==> config.mk <==
export PLATFORM = sky130hd
export DESIGN_NAME = cmc_mode_config
export DESIGN_NICKNAME = d
export VERILOG_FILES = /design/src/hdl/cmc_pkg.sv /design/src/hdl/cmc_frame_timer.sv /design/src/hdl/cmc_cyclic_trigger.sv /design/src/hdl/cmc_mode_config.sv
export SDC_FILE = /design/constraint.sdc
export NUM_CORES = 1
export LEC_CHECK = 0
export BUFFER_PORTS_ARGS = -buffer_cell sky130_fd_sc_hd__buf_4
export CAP_MARGIN = 40
export CORE_MARGIN = 3
export CORE_UTILIZATION = 28
export DETAILED_ROUTE_END_ITERATION = 7
export SYNTH_ARGS = -nofsm -noshare
export SYNTH_HDL_FRONTEND = slang
export SYNTH_SLANG_ARGS = --single-unit
==> constraint.sdc <==
create_clock -name clk_in -period 4.37 [get_ports clk_in]
set_clock_uncertainty 0.1 [all_clocks]
set_input_delay 0.874 -clock clk_in [delete_from_list [all_inputs] [get_ports clk_in]]
set_output_delay 0.874 -clock clk_in [all_outputs]
set_load 0.1 [all_outputs]
==> src/hdl/cmc_pkg.sv <==
// shared constants and carrier types of the camera mode configuration block
`default_nettype none

package cmc_pkg;

   // ------------------------------------------------------------
   // clock and timing
   // ------------------------------------------------------------
   localparam int unsigned CLK_HZ = 25000000;
   localparam int unsigned FPS_NORMAL = 30;
   localparam int unsigned FPS_PARTIAL = 60;
   localparam int unsigned FRAME_NORMAL_CYCLES = CLK_HZ / FPS_NORMAL;
   localparam int unsigned FRAME_PARTIAL_CYCLES = CLK_HZ / FPS_PARTIAL;
   // internal cyclic trigger, pulse width in ns
   localparam int unsigned TRIG_PULSE_NS = 1000;
   localparam int unsigned TRIG_PULSE_CYCLES = (TRIG_PULSE_NS * (CLK_HZ / 1000000) + 999) / 1000;
   localparam int unsigned FRAME_CNT_W = 20;

   // ------------------------------------------------------------
   // readout geometry
   // ------------------------------------------------------------
   localparam int unsigned LINE_W = 11;
   localparam logic [10:0] PARTIAL_LINES = 11'h18e;
   localparam logic [10:0] SENSOR_LINES_DEFAULT = 11'h410;

   // ------------------------------------------------------------
   // mode configuration register layout
   // ------------------------------------------------------------
   localparam int unsigned CFG_W = 16;
   localparam int unsigned BIT_ASYNC = 0;
   localparam int unsigned BIT_PWC = 1;
   localparam int unsigned BIT_LONG_EXP = 2;
   localparam int unsigned BIT_PARTIAL = 3;
   localparam int unsigned ESP_LSB = 8;
   localparam int unsigned ESP_W = 4;
   localparam int unsigned BIT_ESP_VALID = 12;
   localparam logic [15:0] CFG_RESET = 16'h0000;
   localparam logic [15:0] CFG_USED_MASK = 16'h1f0f;
   localparam logic [15:0] CFG_ALL_MASK = 16'hffff;

   // ------------------------------------------------------------
   // shutter position codes
   // ------------------------------------------------------------
   localparam logic [3:0] POS_RESET = 4'h0;
   localparam logic [3:0] POS_MAX_DIGIT = 4'h9;
   localparam logic [3:0] POS_H_UNIT = 4'hf;
   localparam logic [3:0] POS_PULSE_WIDTH = 4'h9;

   // ------------------------------------------------------------
   // carriers
   // ------------------------------------------------------------
   typedef struct packed {
      logic en;
      logic [15:0] mask;
      logic [15:0] data;
   } cmc_wr_t;

   typedef struct packed {
      logic async_shutter_select;
      logic pulse_width_ctrl_enable;
      logic long_exposure_select;
      logic partial_scan_select;
      logic ext_shutter_position_valid;
      logic [3:0] ext_shutter_position;
   } cmc_mode_t;

   typedef struct packed {
      logic [15:0] cfg;
      logic [3:0] pos;
      logic h_unit;
      logic pw_exp;
      logic [10:0] lines;
      logic [10:0] first;
      cmc_mode_t mode;
   } cmc_top_state_t;

   typedef struct packed {
      logic [19:0] cnt;
      logic start;
   } cmc_frame_state_t;

   typedef struct packed {
      logic [19:0] cnt;
      logic trig;
   } cmc_trig_state_t;

endpackage

`default_nettype wire

==> src/hdl/cmc_frame_timer.sv <==
// frame start pulse generator for normal or partial scan rate
`timescale 1ns/1ps
`default_nettype none

module cmc_frame_timer #(
   parameter int unsigned NORMAL_CYCLES = cmc_pkg::FRAME_NORMAL_CYCLES,
   parameter int unsigned PARTIAL_CYCLES = cmc_pkg::FRAME_PARTIAL_CYCLES
) (
   input wire logic clk_in,
   input wire logic rst_n_in,
   input wire logic partial_in,
   output logic frame_start_out
);

   localparam logic [19:0] LAST_NORMAL = 20'(NORMAL_CYCLES - 1);
   localparam logic [19:0] LAST_PARTIAL = 20'(PARTIAL_CYCLES - 1);

   cmc_pkg::cmc_frame_state_t st_reg;
   cmc_pkg::cmc_frame_state_t st_next;
   logic [19:0] last;

   always_comb begin
      st_next = st_reg;
      last = partial_in ? LAST_PARTIAL : LAST_NORMAL;
      st_next.start = 1'b0;
      if (st_reg.cnt >= last) begin
         st_next.cnt = 20'h00000;
         st_next.start = 1'b1;
      end else begin
         st_next.cnt = st_reg.cnt + 20'h00001;
      end
   end

   always_ff @(posedge clk_in or negedge rst_n_in) begin
      if (!rst_n_in) begin
         st_reg <= '0;
      end else begin
         st_reg <= st_next;
      end
   end

   assign frame_start_out = st_reg.start;

endmodule // cmc_frame_timer

`default_nettype wire

==> src/hdl/cmc_cyclic_trigger.sv <==
// internal periodic shutter trigger used while the menu is shown in async shutter
`timescale 1ns/1ps
`default_nettype none

module cmc_cyclic_trigger #(
   parameter int unsigned PERIOD_CYCLES = cmc_pkg::FRAME_NORMAL_CYCLES,
   parameter int unsigned HIGH_CYCLES = cmc_pkg::TRIG_PULSE_CYCLES
) (
   input wire logic clk_in,
   input wire logic rst_n_in,
   input wire logic run_in,
   output logic trig_out
);

   localparam logic [19:0] LAST = 20'(PERIOD_CYCLES - 1);
   localparam logic [19:0] HIGH = 20'(HIGH_CYCLES);

   cmc_pkg::cmc_trig_state_t st_reg;
   cmc_pkg::cmc_trig_state_t st_next;

   always_comb begin
      st_next = st_reg;
      if (!run_in) begin
         st_next.cnt = 20'h00000;
         st_next.trig = 1'b0;
      end else begin
         // pulse opens each period, stays high for HIGH cycles;
         // decoded from the current count so the first pulse after run is full width
         st_next.cnt = (st_reg.cnt >= LAST) ? 20'h00000 : st_reg.cnt + 20'h00001;
         st_next.trig = (st_reg.cnt < HIGH);
      end
   end

   always_ff @(posedge clk_in or negedge rst_n_in) begin
      if (!rst_n_in) begin
         st_reg <= '0;
      end else begin
         st_reg <= st_next;
      end
   end

   assign trig_out = st_reg.trig;

endmodule // cmc_cyclic_trigger

`default_nettype wire

==> src/hdl/cmc_mode_config.sv <==
// camera operating mode configuration register and mode selection
//
// Notes on behaviour
// - bit 0 set selects asynchronous shutter
// - bit 1 set enables pulse width exposure
// - bit 2 set selects long exposure shutter
// - bit 3 set selects partial scan readout
// - bits 8..11 hold position 0-9 or F
// - bit 12 set applies the external position
// - all bits zero after factory reset
// - panel switch changes update the register
// - normal scan reads whole frame, 30 fps
// - partial scan reads central 398 lines, 60 fps
// - written combinations are taken unchecked
// - position 9 differs between shutter modes
// - pulse width may stay off at position 9
// - menu shown in async shutter makes internal cyclic trigger
// - power-on copies stored word into register
// - one stored copy, independent of pages
`timescale 1ns/1ps
`default_nettype none

module cmc_mode_config #(
   parameter int unsigned FRAME_NORMAL_CYCLES = cmc_pkg::FRAME_NORMAL_CYCLES,
   parameter int unsigned FRAME_PARTIAL_CYCLES = cmc_pkg::FRAME_PARTIAL_CYCLES,
   parameter int unsigned TRIG_PERIOD_CYCLES = cmc_pkg::FRAME_NORMAL_CYCLES,
   parameter int unsigned TRIG_HIGH_CYCLES = cmc_pkg::TRIG_PULSE_CYCLES,
   parameter logic [10:0] SENSOR_LINES = cmc_pkg::SENSOR_LINES_DEFAULT
) (
   input wire logic clk_in,
   input wire logic rst_n_in,
   // stored copy presented at power-on
   input wire cmc_pkg::cmc_wr_t nv_load_in,
   // serial register write command
   input wire cmc_pkg::cmc_wr_t cmd_write_in,
   // rear-panel switch change
   input wire cmc_pkg::cmc_wr_t panel_write_in,
   input wire logic [3:0] mode_switch_in,
   input wire logic menu_shown_in,
   output logic [15:0] operating_mode_config_out,
   output cmc_pkg::cmc_mode_t mode_out,
   output logic [3:0] shutter_position_out,
   output logic h_unit_select_out,
   output logic pulse_width_exposure_out,
   output logic [10:0] readout_lines_out,
   output logic [10:0] readout_first_line_out,
   output logic frame_start_out,
   output logic cyclic_trigger_out
);

   // ------------------------------------------------------------
   // state
   // ------------------------------------------------------------
   cmc_pkg::cmc_top_state_t st_reg;
   cmc_pkg::cmc_top_state_t st_next;
   logic [15:0] merged;
   logic [3:0] req_pos;
   logic pos_ok;
   logic trig_run;

   // ------------------------------------------------------------
   // register update
   // ------------------------------------------------------------
   always_comb begin
      st_next = st_reg;
      merged = st_reg.cfg;
      // stored copy first, serial command over panel within one cycle
      if (nv_load_in.en) begin
         merged = nv_load_in.data;
      end else if (cmd_write_in.en) begin
         // no compatibility check on written values
         merged = (merged & ~cmd_write_in.mask) | (cmd_write_in.data & cmd_write_in.mask);
      end else if (panel_write_in.en) begin
         merged = (merged & ~panel_write_in.mask)
                | (panel_write_in.data & panel_write_in.mask);
      end
      st_next.cfg = merged & cmc_pkg::CFG_USED_MASK;

      // decoded mode fields from the stored register
      st_next.mode.async_shutter_select = st_reg.cfg[cmc_pkg::BIT_ASYNC];
      st_next.mode.pulse_width_ctrl_enable = st_reg.cfg[cmc_pkg::BIT_PWC];
      st_next.mode.long_exposure_select = st_reg.cfg[cmc_pkg::BIT_LONG_EXP];
      st_next.mode.partial_scan_select = st_reg.cfg[cmc_pkg::BIT_PARTIAL];
      st_next.mode.ext_shutter_position_valid = st_reg.cfg[cmc_pkg::BIT_ESP_VALID];
      st_next.mode.ext_shutter_position = st_reg.cfg[cmc_pkg::ESP_LSB +: cmc_pkg::ESP_W];

      // ------------------------------------------------------------
      // shutter position selection
      // ------------------------------------------------------------
      if (st_reg.cfg[cmc_pkg::BIT_ESP_VALID]) begin
         req_pos = st_reg.cfg[cmc_pkg::ESP_LSB +: cmc_pkg::ESP_W];
      end else begin
         req_pos = mode_switch_in;
      end
      pos_ok = (req_pos <= cmc_pkg::POS_MAX_DIGIT) || (req_pos == cmc_pkg::POS_H_UNIT);
      if (pos_ok) begin
         st_next.pos = req_pos;
      end else begin
         st_next.pos = st_reg.pos;
      end
      st_next.h_unit = (st_next.pos == cmc_pkg::POS_H_UNIT);

      // position 9 exposure follows the trigger width only in async with pwc on;
      // otherwise position 9 uses the table of the active shutter mode
      st_next.pw_exp = st_reg.cfg[cmc_pkg::BIT_ASYNC] && st_reg.cfg[cmc_pkg::BIT_PWC]
                     && (st_next.pos == cmc_pkg::POS_PULSE_WIDTH);

      // ------------------------------------------------------------
      // readout band
      // ------------------------------------------------------------
      if (st_reg.cfg[cmc_pkg::BIT_PARTIAL]) begin
         st_next.lines = cmc_pkg::PARTIAL_LINES;
         st_next.first = 11'((SENSOR_LINES - cmc_pkg::PARTIAL_LINES) >> 1);
      end else begin
         st_next.lines = SENSOR_LINES;
         st_next.first = 11'h000;
      end
   end

   always_ff @(posedge clk_in or negedge rst_n_in) begin
      if (!rst_n_in) begin
         st_reg.cfg <= cmc_pkg::CFG_RESET;
         st_reg.pos <= cmc_pkg::POS_RESET;
         st_reg.h_unit <= 1'b0;
         st_reg.pw_exp <= 1'b0;
         st_reg.lines <= SENSOR_LINES;
         st_reg.first <= 11'h000;
         st_reg.mode <= '0;
      end else begin
         st_reg <= st_next;
      end
   end

   // ------------------------------------------------------------
   // frame rate and internal trigger
   // ------------------------------------------------------------
   // trigger only while the menu is up in async shutter, so setup needs no user pulses
   assign trig_run = menu_shown_in && st_reg.cfg[cmc_pkg::BIT_ASYNC];

   cmc_frame_timer #(
      .NORMAL_CYCLES(FRAME_NORMAL_CYCLES),
      .PARTIAL_CYCLES(FRAME_PARTIAL_CYCLES)
   ) u_frame (
      .clk_in(clk_in),
      .rst_n_in(rst_n_in),
      .partial_in(st_reg.cfg[cmc_pkg::BIT_PARTIAL]),
      .frame_start_out(frame_start_out)
   );

   cmc_cyclic_trigger #(
      .PERIOD_CYCLES(TRIG_PERIOD_CYCLES),
      .HIGH_CYCLES(TRIG_HIGH_CYCLES)
   ) u_trig (
      .clk_in(clk_in),
      .rst_n_in(rst_n_in),
      .run_in(trig_run),
      .trig_out(cyclic_trigger_out)
   );

   // ------------------------------------------------------------
   // outputs
   // ------------------------------------------------------------
   assign operating_mode_config_out = st_reg.cfg;
   assign mode_out = st_reg.mode;
   assign shutter_position_out = st_reg.pos;
   assign h_unit_select_out = st_reg.h_unit;
   assign pulse_width_exposure_out = st_reg.pw_exp;
   assign readout_lines_out = st_reg.lines;
   assign readout_first_line_out = st_reg.first;

endmodule // cmc_mode_config

`default_nettype wire

==> reports/summary.txt <==
Setup ws final = 1.59 ns
CTS tree = yes
ANT cells = 0
Critical path class = reg2reg
Final hold slack = 0.327 ns
Endpoints failing setup = 0
Core area = 0.0135 mm2
#FFs+latches synth = 67
Max Cap Violations = 0
Most frequent cells in the layout = buf_4 (93), dfrtp_1 (66), nor3_1 (32)
Initial core utilization = 29.3%
Nature of the critical path endpoint = register
Die Ht = 125 um
Unrepaired setup endpoints after global routing = false
Critical path startpoint category = register
Post-synth EDFFs = 0
Area grow syn2layout = 24.6%
I/O pin count = 161
Global route hottest layer = met2
Syn Std Cell Area = 0.00396 mm2
GRT met3 Usage = 3.47%
Slew Limit Fails = 0
R2r endpoint = u_frame.st_reg[15]
Routed wire length = 9.13 mm
H-tree depth = 3
Routed WL per cell = 14.2 um
Die Area = 0.0156 mm2
CTS Sinks = 67
Post-Syn Instances = 399
Setup WS pre-CTS = 1.55 ns
Tcrit/Tclk final = 63.7%
FP Rows = 42
Setup_tns = 0 ns
CTS Buf Count = 9
Seq. cell area = 0.00168 mm2
CP Data Arrival Time = 2.86 ns
Clock transition at the registers of the reported paths = 0.05 ns
Vias per cell = 5.03
Remaining DRCs = 0
Sequential area share after synthesis = 42.4%
Root Buffer = clkbuf_16
Clk buf depth = 2
Vias in the first global route = 3148
Syn. warnings = 0
Post-CTS Setup Inserts = 0
DR iter-0 viols = 151
GR Util met2 = 19.5%
Mean Syn Cell Area = 9.91 um2
First-pass GRT wire length = 15.5 mm
Cells after DPL = 629
Final Hold Viols = 0
Post-CTS Resized = 0
Slew HR = 45.8%
Most used flip-flop cell after synthesis = dfrtp_1
Via count = 3244
Least-Margin Pin Slew = 0.811 ns
Yosys cell types = 47
Number of fill cells in the layout = 1333
Worst vdd ir = 0.000182 V
DR pass1 iterations = 5
Post-route ant nets = 0
IO buf count = 90
Total track usage = 11.7%
Largest net degree at the start of global routing = 68
Hold Path Class = reg2reg
Final weighted congestion in routability-driven placement = 0.816
Most common cell after layout, fill and taps aside = buf_4
Crit-path max FO = 13
R2R cell count = 7
Grt met1 use = 14.9%
Worst skew pair latency = 0.32 ns
DP HPWL = 6.63 mm
Final Cell Area = 0.00493 mm2
CP Capture Point = u_frame.st_reg[15]
Cell Pwr Density = 399 mW/mm2
Crit path time final = 2.78 ns
Share of layout cells above drive strength 1 = 25.6%
Initial antenna violation count = 0
CTS hold repair buffers = 0
Die Wd = 125 um
Placed cell areas = 0.00462 mm2
Gr ovfl total = 0
Multi-input gate area in the final layout = 0.00196 mm2
Nets = 586
Max frequency = 359 MHz
Crit path required time = 4.45 ns
Fraction of registers with async set/reset = 100%
Reg-to-reg slack, setup = 1.59 ns
Finished Layout Cells = 645
Leakage = 2.18 nW
Status = completed
critical path, cell delays in order, from the launching register on:
cell	delay [ns]
dfrtp_1	0.60
inv_1	0.26
ha_1	0.38
and4_1	0.21
o2bb2ai_1	0.07
o211ai_1	0.60
buf_4	0.33
a211oi_1	0.08
worst min path at each step:
stage | start | to | slack [ns] | cells past startpoint
final | register | mode_out[6] | 0.33 | 0
after global routing | register | mode_out[6] | 0.35 | 0
after CTS | register | mode_out[6] | 0.33 | 0
after detailed placement | register | mode_out[6] | 0.32 | 0
after global placement | register | mode_out[6] | 0.32 | 0
after floorplan | register | mode_out[4] | 0.27 | 0
power by group:
part	internal, W	switching, W	total [W]
Sequential	0.000651	0.0000298	0.000681
Clock	0.000456	0.000261	0.000717
Combinational	0.000127	0.000440	0.000567
layer usage:
| metal | wire length (um) | share of wire, % |
|---|---|---|
| met3 | 601 | 6.6 |
| met1 | 4050 | 44 |
| met4 | 97 | 1.1 |
| met5 | 0 | 0 |
| met2 | 4380 | 48 |
cell families after synthesis:
group / Yosys count / share of synthesized area (%)
xor gates and xnor gates: 24 / 5.31
muxes: 16 / 4.14
AOI/OAI and AO/OA: 89 / 16.2
buffers and inverters: 69 / 10.1
adders and majority gates: 16 / 5.06
other: 1 / 0.0948
DFF: 67 / 42.4
and+or+nand+nor: 117 / 16.6
synth_stat cells, types with 2 or more instances:
cell type / n / share of area, %
nand3_1: 16 / 2.0
nor4_1: 8 / 1.3
a22o_1: 2 / 0.44
xnor2_1: 19 / 4.2
and4_1: 4 / 0.89
a311oi_1: 9 / 2.0
o31ai_1: 3 / 0.57
buf_1: 2 / 0.19
inv_1: 11 / 1.0
o31a_1: 2 / 0.44
nand4_1: 7 / 1.1
or4_1: 5 / 0.95
nor2_1: 5 / 0.47
clkbuf_1: 18 / 1.7
mux2_2: 3 / 0.85
nor3b_1: 2 / 0.38
o21a_1: 2 / 0.38
buf_4: 37 / 7.0
a21boi_0: 9 / 1.7
nor3_1: 33 / 4.2
a21oi_1: 4 / 0.51
nor2b_1: 2 / 0.32
o211ai_1: 2 / 0.38
a31oi_1: 2 / 0.32
a211oi_1: 23 / 4.4
o21ai_0: 15 / 1.9
mux2i_1: 13 / 3.3
dfrtp_1: 66 / 42
and3_1: 5 / 0.79
ha_1: 16 / 5.1
a21o_1: 10 / 1.9
o2111ai_1: 2 / 0.44
nand2_1: 13 / 1.2
xor2_1: 5 / 1.1
or3_1: 12 / 1.9
stage by stage:
| step | total power [W] | utilization (%) |
|---|---|---|
| 5_1_grt | 0.00204 | 36.5 |
| 6_report | 0.00196 | 36.5 |
| 2_1_floorplan | 0.00115 | - |
| 4_1_cts | 0.00199 | 36.5 |
| 3_5_place_dp | 0.00126 | 34.2 |
| 3_3_place_gp | 0.00125 | 34.0 |
layout make-up:
class	instances	share of cell area (%)
inverter	11	0.838
clock buffer	10	4.85
timing repair buffer	94	14.7
tap	176	4.47
clock inverter	6	1.32
multi-input combinational	281	39.7
sequential	67	34.1
Note: power is estimated with default switching activity, not from simulation.
